===== src/shared/bic_regs.vh =====
// Purpose: register map, field layout, reset values and timing counts of the bridge input combiner
// Assumes: 8-bit registers reached over a 16-bit serial frame
// Notes: definitions only
`ifndef BIC_REGS_VH
`define BIC_REGS_VH

// register offsets
`define BIC_ADDR_STATUS 6'h01
`define BIC_ADDR_COMMAND 6'h08
`define BIC_ADDR_INPUT 6'h09
`define BIC_ADDR_CONFIG 6'h0D

// combine config fields
`define BIC_CFG_TOCP_HI 7
`define BIC_CFG_TOCP_LO 6
`define BIC_CFG_UNUSED 5
`define BIC_CFG_OCP_HI 4
`define BIC_CFG_OCP_LO 3
`define BIC_CFG_SHUT_SEL 2
`define BIC_CFG_IN1_SEL 1
`define BIC_CFG_IN2_SEL 0
`define BIC_CFG_RESET 8'h04

// command register fields
`define BIC_CMD_CLR_FAULT 7
`define BIC_CMD_LOCK_HI 4
`define BIC_CMD_LOCK_LO 3
`define BIC_LOCK_RESET 2'h1
`define BIC_LOCK_OPEN 2'h2

// input register fields
`define BIC_IN_SHUT 3
`define BIC_IN_SHUT2 2
`define BIC_IN_IN1 1
`define BIC_IN_IN2 0
`define BIC_IN_RESET 4'hC

// threshold scale codes driven out
`define BIC_OCP_FULL 2'h0
`define BIC_OCP_75 2'h1
`define BIC_OCP_50 2'h2

// frame layout
`define BIC_FRAME_BITS 5'h10
`define BIC_CMD_BITS 5'h08
`define BIC_FRAME_RD_BIT 14

// overcurrent filter times and cycle counts at 40 MHz
`define BIC_CLK_PERIOD_NS 25
`define BIC_TOCP_T00_NS 6000
`define BIC_TOCP_T01_NS 3000
`define BIC_TOCP_T10_NS 1500
`define BIC_TOCP_T11_NS 200
// sized for the 8-bit filter counter; times above over the clock period, rounded down
`define BIC_TOCP_CYC00 8'hF0
`define BIC_TOCP_CYC01 8'h78
`define BIC_TOCP_CYC10 8'h3C
`define BIC_TOCP_CYC11 8'h08

`endif


===== src/rtl/bic_combine.v =====
// Purpose: overcurrent and input-combination configuration of an H-bridge driver
// Assumes: pins are asynchronous; register access only through the serial target
// Notes: outputs registered; fault monitoring on the pin is optional
//
// How it works
// filter code picks 6/3/1.5/0.2 us overcurrent filter
// threshold code gives 100, 75 or 50 percent
// shutoff pin/bit combine select, OR or AND
// input1 pin/bit combine select, OR or AND
// input2 pin/bit combine select, OR or AND
// config at 0Dh resets 04h, bit5 reads zero
// host pulses wake pin at wake-up (hardwired)
// host may tie input pins low if unused
// host may tie shutoff pin low if unused
// all diagnostics readable from status register
// independent half-bridge off only in serial variant
// input register locked at reset, 10b unlocks
// input register holds shutoff, input1, input2 bits
// locked: pins alone drive the bridge
`timescale 1ns/1ps
`default_nettype none
`include "bic_regs.vh"
module bic_combine (
  // clock and reset
  input wire mclk,
  input wire nrst,
  // serial pins
  input wire spi_sclk,
  input wire spi_cs_n,
  input wire spi_sdi,
  output wire spi_sdo,
  output wire spi_sdo_oe,
  // control pins
  input wire bridge_shutoff_pin,
  input wire enable_or_input1_pin,
  input wire phase_or_input2_pin,
  // raw overcurrent comparator
  input wire overcurrent_raw,
  // to the power stage
  output reg shutoff_out,
  output reg shutoff2_out,
  output reg input1_out,
  output reg input2_out,
  output reg [1:0] threshold_scale_out,
  output reg overcurrent_detected,
  output reg fault_output_n
);
  reg [3:0] pin_meta_reg;
  reg [3:0] pin_sync_reg;
  reg [7:0] config_reg;
  reg [1:0] lock_reg;
  reg [3:0] input_reg;
  reg fault_reg;
  reg [7:0] filt_cnt_reg;
  reg [7:0] filt_limit;
  reg [7:0] rd_data;
  reg [1:0] scale_next;
  wire [5:0] reg_addr;
  wire [7:0] wr_data;
  wire wr_stb;
  wire unlocked;
  wire oc_s;
  wire clr_fault;
  wire oc_hit;
  wire [2:0] comb_next;
  wire shut2_next;

  bic_spi u_spi (
    .mclk(mclk),
    .nrst(nrst),
    .spi_sclk(spi_sclk),
    .spi_cs_n(spi_cs_n),
    .spi_sdi(spi_sdi),
    .spi_sdo(spi_sdo),
    .spi_sdo_oe(spi_sdo_oe),
    .reg_addr(reg_addr),
    .wr_data(wr_data),
    .wr_stb(wr_stb),
    .rd_data(rd_data),
    .status_byte({7'h00, fault_reg})
  );

  // two-flop synchronisers on all pins
  always @(posedge mclk) begin
    if (!nrst) begin
      pin_meta_reg <= 4'h0;
      pin_sync_reg <= 4'h0;
    end else begin
      pin_meta_reg <= {overcurrent_raw, bridge_shutoff_pin, enable_or_input1_pin,
                       phase_or_input2_pin};
      pin_sync_reg <= pin_meta_reg;
    end
  end
  assign oc_s = pin_sync_reg[3];

  // register writes
  always @(posedge mclk) begin
    if (!nrst) begin
      config_reg <= `BIC_CFG_RESET;
      lock_reg <= `BIC_LOCK_RESET;
      input_reg <= `BIC_IN_RESET;
    end else if (wr_stb) begin
      if (reg_addr == `BIC_ADDR_CONFIG) begin
        config_reg <= wr_data;
        config_reg[`BIC_CFG_UNUSED] <= 1'b0;
      end
      if (reg_addr == `BIC_ADDR_COMMAND) begin
        lock_reg <= wr_data[`BIC_CMD_LOCK_HI:`BIC_CMD_LOCK_LO];
      end
      if (reg_addr == `BIC_ADDR_INPUT) begin
        input_reg <= wr_data[3:0];
      end
    end
  end
  assign unlocked = (lock_reg == `BIC_LOCK_OPEN);
  assign clr_fault = wr_stb && (reg_addr == `BIC_ADDR_COMMAND) && wr_data[`BIC_CMD_CLR_FAULT];

  // read mux; clear-fault bit always reads zero
  always @* begin
    case (reg_addr)
      `BIC_ADDR_STATUS: rd_data = {7'h00, fault_reg};
      `BIC_ADDR_COMMAND: rd_data = {3'h0, lock_reg, 3'h0};
      `BIC_ADDR_INPUT: rd_data = {4'h0, input_reg};
      `BIC_ADDR_CONFIG: rd_data = config_reg;
      default: rd_data = 8'h00;
    endcase
  end

  // per-input combine: pin alone when locked, OR/AND with register bit when open
  genvar gi;
  generate
    for (gi = 0; gi < 3; gi = gi + 1) begin : g_comb
      wire pin_v;
      wire bit_v;
      wire sel_v;
      assign pin_v = pin_sync_reg[gi];
      assign bit_v = (gi == 2) ? input_reg[`BIC_IN_SHUT] : input_reg[gi];
      assign sel_v = config_reg[gi];
      assign comb_next[gi] = !unlocked ? pin_v :
                             (sel_v ? (pin_v & bit_v) : (pin_v | bit_v));
    end
  endgenerate
  // second half-bridge off follows the shutoff combine, serial variant only
  assign shut2_next = !unlocked ? pin_sync_reg[2] :
                      (config_reg[`BIC_CFG_SHUT_SEL] ?
                       (pin_sync_reg[2] & input_reg[`BIC_IN_SHUT2]) :
                       (pin_sync_reg[2] | input_reg[`BIC_IN_SHUT2]));

  // threshold decode
  always @* begin
    case (config_reg[`BIC_CFG_OCP_HI:`BIC_CFG_OCP_LO])
      2'h0: scale_next = `BIC_OCP_FULL;
      2'h2: scale_next = `BIC_OCP_75;
      default: scale_next = `BIC_OCP_50;
    endcase
  end

  // filter length; counts rounded down, but the pin synchroniser makes detection lag the stated time by two mclk cycles
  always @* begin
    case (config_reg[`BIC_CFG_TOCP_HI:`BIC_CFG_TOCP_LO])
      2'h0: filt_limit = `BIC_TOCP_CYC00;
      2'h1: filt_limit = `BIC_TOCP_CYC01;
      2'h2: filt_limit = `BIC_TOCP_CYC10;
      default: filt_limit = `BIC_TOCP_CYC11;
    endcase
  end
  assign oc_hit = oc_s && (filt_cnt_reg >= filt_limit - 8'h01);

  // overcurrent filter and sticky fault; a hit beats a same-cycle clear
  always @(posedge mclk) begin
    if (!nrst) begin
      filt_cnt_reg <= 8'h00;
      fault_reg <= 1'b0;
    end else begin
      if (!oc_s) begin
        filt_cnt_reg <= 8'h00;
      end else if (!oc_hit) begin
        filt_cnt_reg <= filt_cnt_reg + 8'h01;
      end
      if (oc_hit) begin
        fault_reg <= 1'b1;
      end else if (clr_fault) begin
        fault_reg <= 1'b0;
      end
    end
  end

  // registered outputs
  always @(posedge mclk) begin
    if (!nrst) begin
      shutoff_out <= 1'b0;
      shutoff2_out <= 1'b0;
      input1_out <= 1'b0;
      input2_out <= 1'b0;
      threshold_scale_out <= `BIC_OCP_FULL;
      overcurrent_detected <= 1'b0;
      fault_output_n <= 1'b1;
    end else begin
      shutoff_out <= comb_next[2];
      shutoff2_out <= shut2_next;
      input1_out <= comb_next[1];
      input2_out <= comb_next[0];
      threshold_scale_out <= scale_next;
      overcurrent_detected <= oc_hit;
      fault_output_n <= ~fault_reg;
    end
  end
endmodule // bic_combine
`default_nettype wire


===== src/rtl/bic_spi.v =====
// Purpose: serial target that turns 16-bit frames into register reads and writes
// Assumes: sclk idles low, data sampled on rising edge, shifted on falling edge, msb first
// Notes: frame is {0, read, addr[5:0], data[7:0]}; status byte returned first
`timescale 1ns/1ps
`default_nettype none
`include "bic_regs.vh"
module bic_spi (
  // clock and reset
  input wire mclk,
  input wire nrst,
  // serial pins
  input wire spi_sclk,
  input wire spi_cs_n,
  input wire spi_sdi,
  output reg spi_sdo,
  output reg spi_sdo_oe,
  // register side
  output reg [5:0] reg_addr,
  output reg [7:0] wr_data,
  output reg wr_stb,
  input wire [7:0] rd_data,
  input wire [7:0] status_byte
);
  reg [2:0] meta_reg;
  reg [2:0] sync_reg;
  reg sclk_old_reg;
  reg cs_old_reg;
  reg [15:0] in_reg;
  reg [7:0] out_reg;
  reg [4:0] count_reg;
  wire sclk_s;
  wire cs_n_s;
  wire sdi_s;
  wire rise;
  wire fall;
  wire [15:0] in_next;

  assign sclk_s = sync_reg[2];
  assign cs_n_s = sync_reg[1];
  assign sdi_s = sync_reg[0];
  assign rise = sclk_s & ~sclk_old_reg & ~cs_n_s;
  assign fall = ~sclk_s & sclk_old_reg & ~cs_n_s;
  assign in_next = {in_reg[14:0], sdi_s};

  always @(posedge mclk) begin
    if (!nrst) begin
      // idle pin levels, so no false sclk edge follows reset
      meta_reg <= 3'h2;
      sync_reg <= 3'h2;
      sclk_old_reg <= 1'b0;
      cs_old_reg <= 1'b1;
      in_reg <= 16'h0000;
      out_reg <= 8'h00;
      count_reg <= 5'h00;
      spi_sdo <= 1'b0;
      spi_sdo_oe <= 1'b0;
      reg_addr <= 6'h00;
      wr_data <= 8'h00;
      wr_stb <= 1'b0;
    end else begin
      meta_reg <= {spi_sclk, spi_cs_n, spi_sdi};
      sync_reg <= meta_reg;
      sclk_old_reg <= sclk_s;
      cs_old_reg <= cs_n_s;
      spi_sdo_oe <= ~cs_n_s;
      wr_stb <= 1'b0;
      if (cs_old_reg && !cs_n_s) begin
        // frame start: present status msb at once
        count_reg <= 5'h00;
        spi_sdo <= status_byte[7];
        out_reg <= {status_byte[6:0], 1'b0};
      end else if (!cs_old_reg && cs_n_s) begin
        // only complete write frames take effect
        if (count_reg == `BIC_FRAME_BITS && !in_reg[`BIC_FRAME_RD_BIT]) begin
          wr_data <= in_reg[7:0];
          wr_stb <= 1'b1;
        end
      end else if (rise) begin
        in_reg <= in_next;
        if (count_reg != `BIC_FRAME_BITS) begin
          count_reg <= count_reg + 5'h01;
        end
        if (count_reg == (`BIC_CMD_BITS - 5'h01)) begin
          reg_addr <= in_next[5:0];
        end
      end else if (fall) begin
        if (count_reg == `BIC_CMD_BITS) begin
          spi_sdo <= rd_data[7];
          out_reg <= {rd_data[6:0], 1'b0};
        end else begin
          spi_sdo <= out_reg[7];
          out_reg <= {out_reg[6:0], 1'b0};
        end
      end
    end
  end
endmodule // bic_spi
`default_nettype wire


===== config.mk =====
export PLATFORM = sky130hd
export DESIGN_NAME = bic_combine
export DESIGN_NICKNAME = d
export VERILOG_FILES = /design/src/rtl/bic_combine.v /design/src/rtl/bic_spi.v
export VERILOG_INCLUDE_DIRS = /design/src /design/src/shared
export SDC_FILE = /design/constraint.sdc
export NUM_CORES = 1
export LEC_CHECK = 0
export ABC_AREA = 1
export BUFFER_PORTS_ARGS = -buffer_cell sky130_fd_sc_hd__buf_2
export CORE_UTILIZATION = 60
export DETAILED_ROUTE_END_ITERATION = 8
export PLACE_DENSITY = 0.78
export SETUP_SLACK_MARGIN = 0.4
export SYNTH_ARGS = -nofsm -noshare
export SYNTH_HDL_FRONTEND = slang
export SYNTH_SLANG_ARGS = --single-unit
export TNS_END_PERCENT = 5

===== constraint.sdc =====
create_clock -name mclk -period 2.5 [get_ports mclk]
set_input_delay 0.25 -clock mclk [delete_from_list [all_inputs] [get_ports mclk]]
set_output_delay 0.25 -clock mclk [all_outputs]
set_load 0.01 [all_outputs]

==> flow_metrics.env, run 1 <==
export IMPL_cts_htree_levels=3
export IMPL_synth_simple_area_share_pct=19.2
export IMPL_ir_drop_mv=0.452
export IMPL_finClkSkew_ns=0.00949
export IMPL_grt_max_degree=46
export IMPL_synth_edf_count=0
export IMPL_synthesis_area_mm2=0.00375
export IMPL_chipWidth_um=81.1
export IMPL_synth_area_leader_cell="dfxtp_1"
export IMPL_synth_compound_area_share_pct=17.8
export IMPL_clk_latency_ns=0.35
export IMPL_hp_class="primary input to register"
export IMPL_muxShareOfSynthArea_pct=0
export IMPL_ant_nets=0
export IMPL_stdcell_count=568
export IMPL_dp_final_hpwl_mm=4.90
export IMPL_fmax_ghz=0.498
export IMPL_synth_avg_cell_area_um2=8.02
export IMPL_ys_top_cells_by_count="89 x dfxtp_1, 75 x nand2_1, 67 x inv_1"
export IMPL_cts_buffers=9
export IMPL_power_leakage_nw=1.79
export IMPL_crit_path_start_kind="register"
export IMPL_largest_reg_flops=15
export IMPL_grt_setup_unrepaired="false"
export IMPL_maxCapViolCount=0
export IMPL_grt_antenna_before_repair=0
export IMPL_grt_pass1_wl_mm=12.2
export IMPL_powerDensity_mw_per_mm2=632
export IMPL_areaGrowthSynthToFinish_pct=11.2
export IMPL_gp_congestion=0.861
export IMPL_syn_num_nets=494
export IMPL_io_buffers=18
export IMPL_synth_most_common_cell="dfxtp_1"
export IMPL_synth_top_family_by_area="simple AND/OR/NAND/NOR gates"
export IMPL_tns_ns=0
export IMPL_drc_errors=0
export IMPL_synth_seq_area_share_pct=47.5
export IMPL_synth_top_area_share_pct=47.5
export IMPL_place_inst=548
export IMPL_critPathArrivalTime_ns=2.30
export IMPL_outcome="complete, no violations"
export IMPL_yosysWarnings=0
export IMPL_synthXorXnorAreaFrac_pct=0.700
export IMPL_via_per_inst=5.36
export IMPL_min_period_ns=2.01
export IMPL_diodes=0
export IMPL_synthTopCellsByArea="dfxtp_1 47%, a21oi_1 8.1%, nand2_1 7.5%, inv_1 6.7%, o21ai_0 5.7%"
export IMPL_endpoint_kind="register"
export IMPL_synthAdderAreaFrac_pct=5.66
export IMPL_period_share_pct=80.3
export IMPL_io_pins=19
export IMPL_setup_viol=0
export IMPL_final_max_slew_viol_count=0
export IMPL_hold_violations=0
export IMPL_first_pass_iters=5
export IMPL_num_rows=28
export IMPL_slew_headroom_pct=61.7
export IMPL_drive_gt1_share_pct=15.4
export IMPL_critical_path_max_fanout=7
export IMPL_ys_ff_latch=89
export IMPL_start_util_pct=62.7
export IMPL_placeableCoreArea_mm2=0.00599
export IMPL_clock_sinks=89
export IMPL_cts_tree="yes"
export IMPL_drtIter0Drc=206
export IMPL_hold_buffers=0
export IMPL_grt_total_usage_pct=24.3
export IMPL_ys_types=36
export IMPL_via_count=3043
export IMPL_critical_path_class="register to register"
export IMPL_max_slew_worst_pin_slew_ns=0.572
export IMPL_wl_per_cell_um=12.8
export IMPL_required_ns=2.79
export IMPL_nets=514
export IMPL_grt_pass1_vias=2775
export IMPL_die_area_mm2=0.00658
export IMPL_cts_buffer_depth=2
export IMPL_synth_cells=468
export IMPL_clockRootBuffer="clkbuf_8"
export IMPL_wl_mm=7.27
export IMPL_clk_pin_slew_ns=0.09
export IMPL_grt_overflow=0
export IMPL_synthArstFlopShare_pct=0
export IMPL_fp_dieH_um=81.1
export IMPL_ys_flop_type="dfxtp_1"
==> kinds of logic after synthesis <==
logic type,after synthesis
and+or+nand+nor,154
AOI/OAI and AO/OA,121
DFF,89
buffers and inverters,84
adders and majority gates,17
xor gates and xnor gates,3
==> power by group <==
part | switching [W] | internal [W]
sequential | 0.00000837 | 0.00143
combinational | 0.0000437 | 0.0000218
clock | 0.000489 | 0.000645
total | 0.000541 | 0.00210
==> path summary, 6_finish.rpt <==
path | slack [ns] | to | depth (start not counted) | from
worst max-delay path | 0.49 | filt_cnt_reg[6] | 12 | config_reg[7]
worst min-delay path | 0.07 | pin_meta_reg[3] | 3 | overcurrent_raw
worst min register to register | 0.42 | pin_sync_reg[1] | 2 | pin_meta_reg[1]
worst max register to register | 0.49 | filt_cnt_reg[6] | 12 | config_reg[7]
==> layout by cell type (no fill, tap or decap), types with 4 or more instances in the layout <==
master | Yosys | layout
dfxtp_1 | 89 | 87
nand2_1 | 75 | 73
inv_1 | 67 | 65
a21oi_1 | 61 | 58
o21ai_0 | 43 | 43
nor2_1 | 32 | 31
nand3_1 | 20 | 20
buf_2 | 3 | 18
ha_1 | 17 | 17
clkbuf_8 | 0 | 12
nand2_2 | 4 | 5
o211ai_1 | 5 | 5
buf_4 | 3 | 5
nand4_1 | 4 | 4
a211oi_2 | 4 | 4
nor3_1 | 4 | 4
==> final cells by class <==
type | count | area [µm²]
flip-flops and latches | 89 | 1790
inverters | 69 | 260
repair buffers | 24 | 139
clock buffers | 12 | 165
multi-input cells | 295 | 1660
clock inverters | 4 | 73.8
well taps | 75 | 93.8
fillers | 482 | 1810
==> repair_timing <==
action,CTS,global route
pin swaps,0,2
setup buffers,0,4
endpoints found under the setup margin,9,9
gates resized for setup,4,13
==> worst max-delay path, stage by stage, from the launching register on <==
cell and delay, ns:
dfxtp_4 0.39, inv_2 0.05, ha_1 0.18, o31ai_2 0.26, ha_1 0.28, nand2_2 0.10
a21oi_2 0.04, nor2_1 0.12, nand2_2 0.12, nand2_4 0.13, buf_6 0.13, a21oi_2 0.05
nor2_1 0.10
==> layer usage <==
| layer | global-route usage, % | vias to the layer above | wire [µm] | part of all wire, % |
|---|---|---|---|---|
| met5 | 0 | - | 0 | 0 |
| li1 | - | 1568 | - | - |
| met3 | 5.62 | 11 | 246 | 3.4 |
| met4 | 8.75 | 0 | 125 | 1.7 |
| met1 | 30.2 | 1407 | 3360 | 46 |
| met2 | 40.9 | 57 | 3540 | 49 |
==> stage by stage <==
step	total power (W)	instance area, µm²	utilization, %	hold slack (ns)	setup slack [ns]
2_1_floorplan	0.00152	3750	-	0.348	0.585
6_report	0.00264	4180	69.7	0.0737	0.491
4_1_cts	0.00266	4120	68.7	0.0520	0.461
5_1_grt	0.00273	4180	69.7	0.0603	0.356
3_3_place_gp	0.00154	3870	64.6	0.393	0.362
3_5_place_dp	0.00154	3870	64.6	0.398	0.196
No activity file was read; power rests on OpenSTA's default activity.
==> inputs of run 2 (changes only) <==
--- a/config.mk
+++ b/config.mk
@@ -6,7 +6,7 @@
 export SDC_FILE = /design/constraint.sdc
 export NUM_CORES = 1
 export LEC_CHECK = 0
-export ABC_AREA = 1
+export ABC_AREA = 0
 export BUFFER_PORTS_ARGS = -buffer_cell sky130_fd_sc_hd__buf_2
 export CORE_UTILIZATION = 60
 export DETAILED_ROUTE_END_ITERATION = 8
==> constraint.sdc (replaced) <==
create_clock -name mclk -period 1.9 [get_ports mclk]
set_input_delay 0.19 -clock mclk [delete_from_list [all_inputs] [get_ports mclk]]
set_output_delay 0.19 -clock mclk [all_outputs]
set_load 0.01 [all_outputs]
==> run 2 against run 1 <==
Effect of this change:
- critical path depth unchanged
- sequential share of layout area down 0.90 points
- the flow now finishes with violations (setup timing)
- synthesized area down 0.90%
- wire length up 4.4%
- non-clock buffer count up 8
- hold slack worse by 0.057 ns
- fmax down 6.8%
- clock skew down 0.0016 ns
- largest cell class is now multi-input gates
- synthesized cell count down 13%
- first-iteration DRC count down 44%
- sequential power up 31%
==> flow_metrics.env, run 2 <==
export IMPL_ys_ff_latch=89
export IMPL_cts_htree_levels=3
export IMPL_synth_avg_cell_area_um2=9.14
export IMPL_drive_gt1_share_pct=23.4
export IMPL_fp_dieH_um=80.8
export IMPL_placeableCoreArea_mm2=0.00596
export IMPL_grt_total_usage_pct=24.4
export IMPL_syn_num_nets=433
export IMPL_via_per_inst=5.65
export IMPL_critical_path_max_fanout=7
export IMPL_cts_tree="yes"
export IMPL_clockRootBuffer="clkbuf_8"
export IMPL_tns_ns=-1.58
export IMPL_grt_overflow=0
export IMPL_seq_area_mm2=0.00180
export IMPL_synth_most_common_cell="dfxtp_1"
export IMPL_largest_reg_flops=15
export IMPL_diodes=0
export IMPL_grt_pass1_wl_mm=12.2
export IMPL_final_max_slew_viol_count=0
export IMPL_required_ns=2.14
export IMPL_post_route_util_pct=72.1
export IMPL_slew_headroom_pct=78.6
export IMPL_hold_buffers=0
export IMPL_synthTopCellsByArea="dfxtp_1 48%, nand2_1 5.7%, ha_1 5.7%, nor2_1 5.0%, a21oi_1 4.6%"
export IMPL_wl_mm=7.59
export IMPL_grt_setup_unrepaired="true"
export IMPL_first_pass_iters=4
export IMPL_synth_edf_count=0
export IMPL_ys_flop_type="dfxtp_1"
export IMPL_most_common_layout_cells="78 x dfxtp_1, 54 x nand2_1, 47 x nor2_1, 33 x a21oi_1, 27 x nand3_1"
export IMPL_maxCapViolCount=0
export IMPL_min_period_ns=2.15
export IMPL_period_share_pct=113
export IMPL_yosysWarnings=0
export IMPL_via_count=2882
export IMPL_synthesis_area_mm2=0.00372
export IMPL_grt_antenna_before_repair=0
export IMPL_io_buffers=18
export IMPL_wl_per_cell_um=14.9
export IMPL_outcome="complete, but fails checks"
export IMPL_r2r_slack_ns=-0.25
export IMPL_clk_pin_slew_ns=0.09
export IMPL_drtIter0Drc=116
export IMPL_synthArstFlopShare_pct=0
export IMPL_power_leakage_nw=1.72
export IMPL_finClkSkew_ns=0.00792
export IMPL_max_slew_worst_pin_slew_ns=0.320
export IMPL_violations="setup timing"
export IMPL_synth_seq_area_share_pct=47.9
export IMPL_ys_types=52
export IMPL_num_rows=28
export IMPL_synth_cells=407
export IMPL_setup_slack_ns=-0.254
export IMPL_synth_area_leader_cell="dfxtp_1"
export IMPL_grt_pass1_vias=2635
export IMPL_ir_drop_mv=0.599
export IMPL_io_pins=19
export IMPL_chipWidth_um=80.8
export IMPL_hold_violations=0
export IMPL_start_util_pct=62.5
export IMPL_cts_buffer_depth=2
export IMPL_critPathArrivalTime_ns=2.39
export IMPL_crit_path_start_kind="register"
export IMPL_nets=456
export IMPL_fillerInstances=457
export IMPL_critical_path_class="register to register"
export IMPL_dp_final_hpwl_mm=4.92
export IMPL_gp_congestion=0.831
export IMPL_clk_latency_ns=0.36
export IMPL_grt_max_degree=28
export IMPL_endpoint_kind="register"
export IMPL_ant_nets=0
export IMPL_hp_class="primary input to register"
export IMPL_drc_errors=0
export IMPL_powerDensity_mw_per_mm2=765
export IMPL_cts_buffers=9
export IMPL_die_area_mm2=0.00652
export IMPL_synth_top_area_share_pct=47.9
export IMPL_clock_sinks=89
export IMPL_setup_viol=9
export IMPL_fmax_ghz=0.464
export IMPL_final_common_cell="dfxtp_1"
export IMPL_ys_top_cells_by_count="89 x dfxtp_1, 57 x nand2_1, 50 x nor2_1"
export IMPL_areaGrowthSynthToFinish_pct=15.4
export IMPL_multi_input_area_mm2=0.00195
[run 2: layout make-up]
cell class / instances / area share (%)
flip-flops and latches: 89 / 41.9
multi-input cells: 286 / 45.5
clock buffers: 9 / 2.89
inverters: 12 / 1.22
repair buffers: 32 / 4.55
well taps: 75 / 2.19
clock inverters: 7 / 1.75
[run 2: repair_timing]
action / in CTS / in global routing
buffers inserted: 0 / 2
cloned: 0 / 0
resized for setup: 22 / 24
endpoints found under the setup margin: 27 / 48
pin swaps: 7 / 14
[run 2: logic make-up (layout without fill, tap and decap cells)]
logic type,after synthesis,count (layout),synth area share (%)
adders and majority gates,17,17,5.72
DFF,89,89,47.9
AOI/OAI and AO/OA,62,62,10.7
and+or+nand+nor,183,183,25.2
buffers and inverters,32,60,4.40
muxes,14,14,3.77
xor gates and xnor gates,10,10,2.35
[run 2: layer usage]
metal	part of all wire (%)	wire length, µm	track usage [%]	up-vias
li1	-	-	-	1442
met3	3.8	289	7.08	21
met5	0	0	0	-
met2	48	3670	40.3	59
met1	45	3450	30.9	1360
met4	2.4	182	7.32	0
[run 2: worst paths after layout]
check | cells past startpoint | to | startpoint
min | 2 | u_spi.meta_reg[1] | spi_cs_n
min reg2reg | 1 | pin_sync_reg[0] | pin_meta_reg[0]
max reg2reg | 12 | filt_cnt_reg[5] | config_reg[6]
max | 12 | filt_cnt_reg[5] | config_reg[6]
[run 2: critical path, cell delays in order (launching register included)]
cell,delay [ns]
dfxtp_4,0.40
inv_4,0.05
ha_4,0.16
nor2_4,0.10
nor2_1,0.05
a21oi_1,0.14
ha_1,0.28
nand4_1,0.15
a21oi_4,0.09
nor4_4,0.30
buf_4,0.16
xnor2_2,0.10
nor2_1,0.05
[run 2: where the power goes]
group	leakage, nW	internal [W]	total (W)	switching [W]
registers	0.725	0.00188	0.00189	0.0000103
clock network	0.101	0.000620	0.00130	0.000680
logic	0.897	0.0000350	0.0000903	0.0000554
[run 2: stage by stage]
step / power (W) / instance area [µm²] / std cells / setup WS [ns] / hold WS, ns
final: 0.00328 / 4290 / 510 / -0.254 / 0.0168
after global routing: 0.00341 / 4290 / 510 / -0.384 / 0.0135
after CTS: 0.00330 / 4190 / 508 / -0.216 / 0.0120
after detailed placement: 0.00202 / 3900 / 492 / -0.263 / 0.387
after global placement: 0.00202 / 3900 / 492 / -0.187 / 0.381
after floorplan: 0.00199 / 3750 / 407 / -0.0932 / 0.291
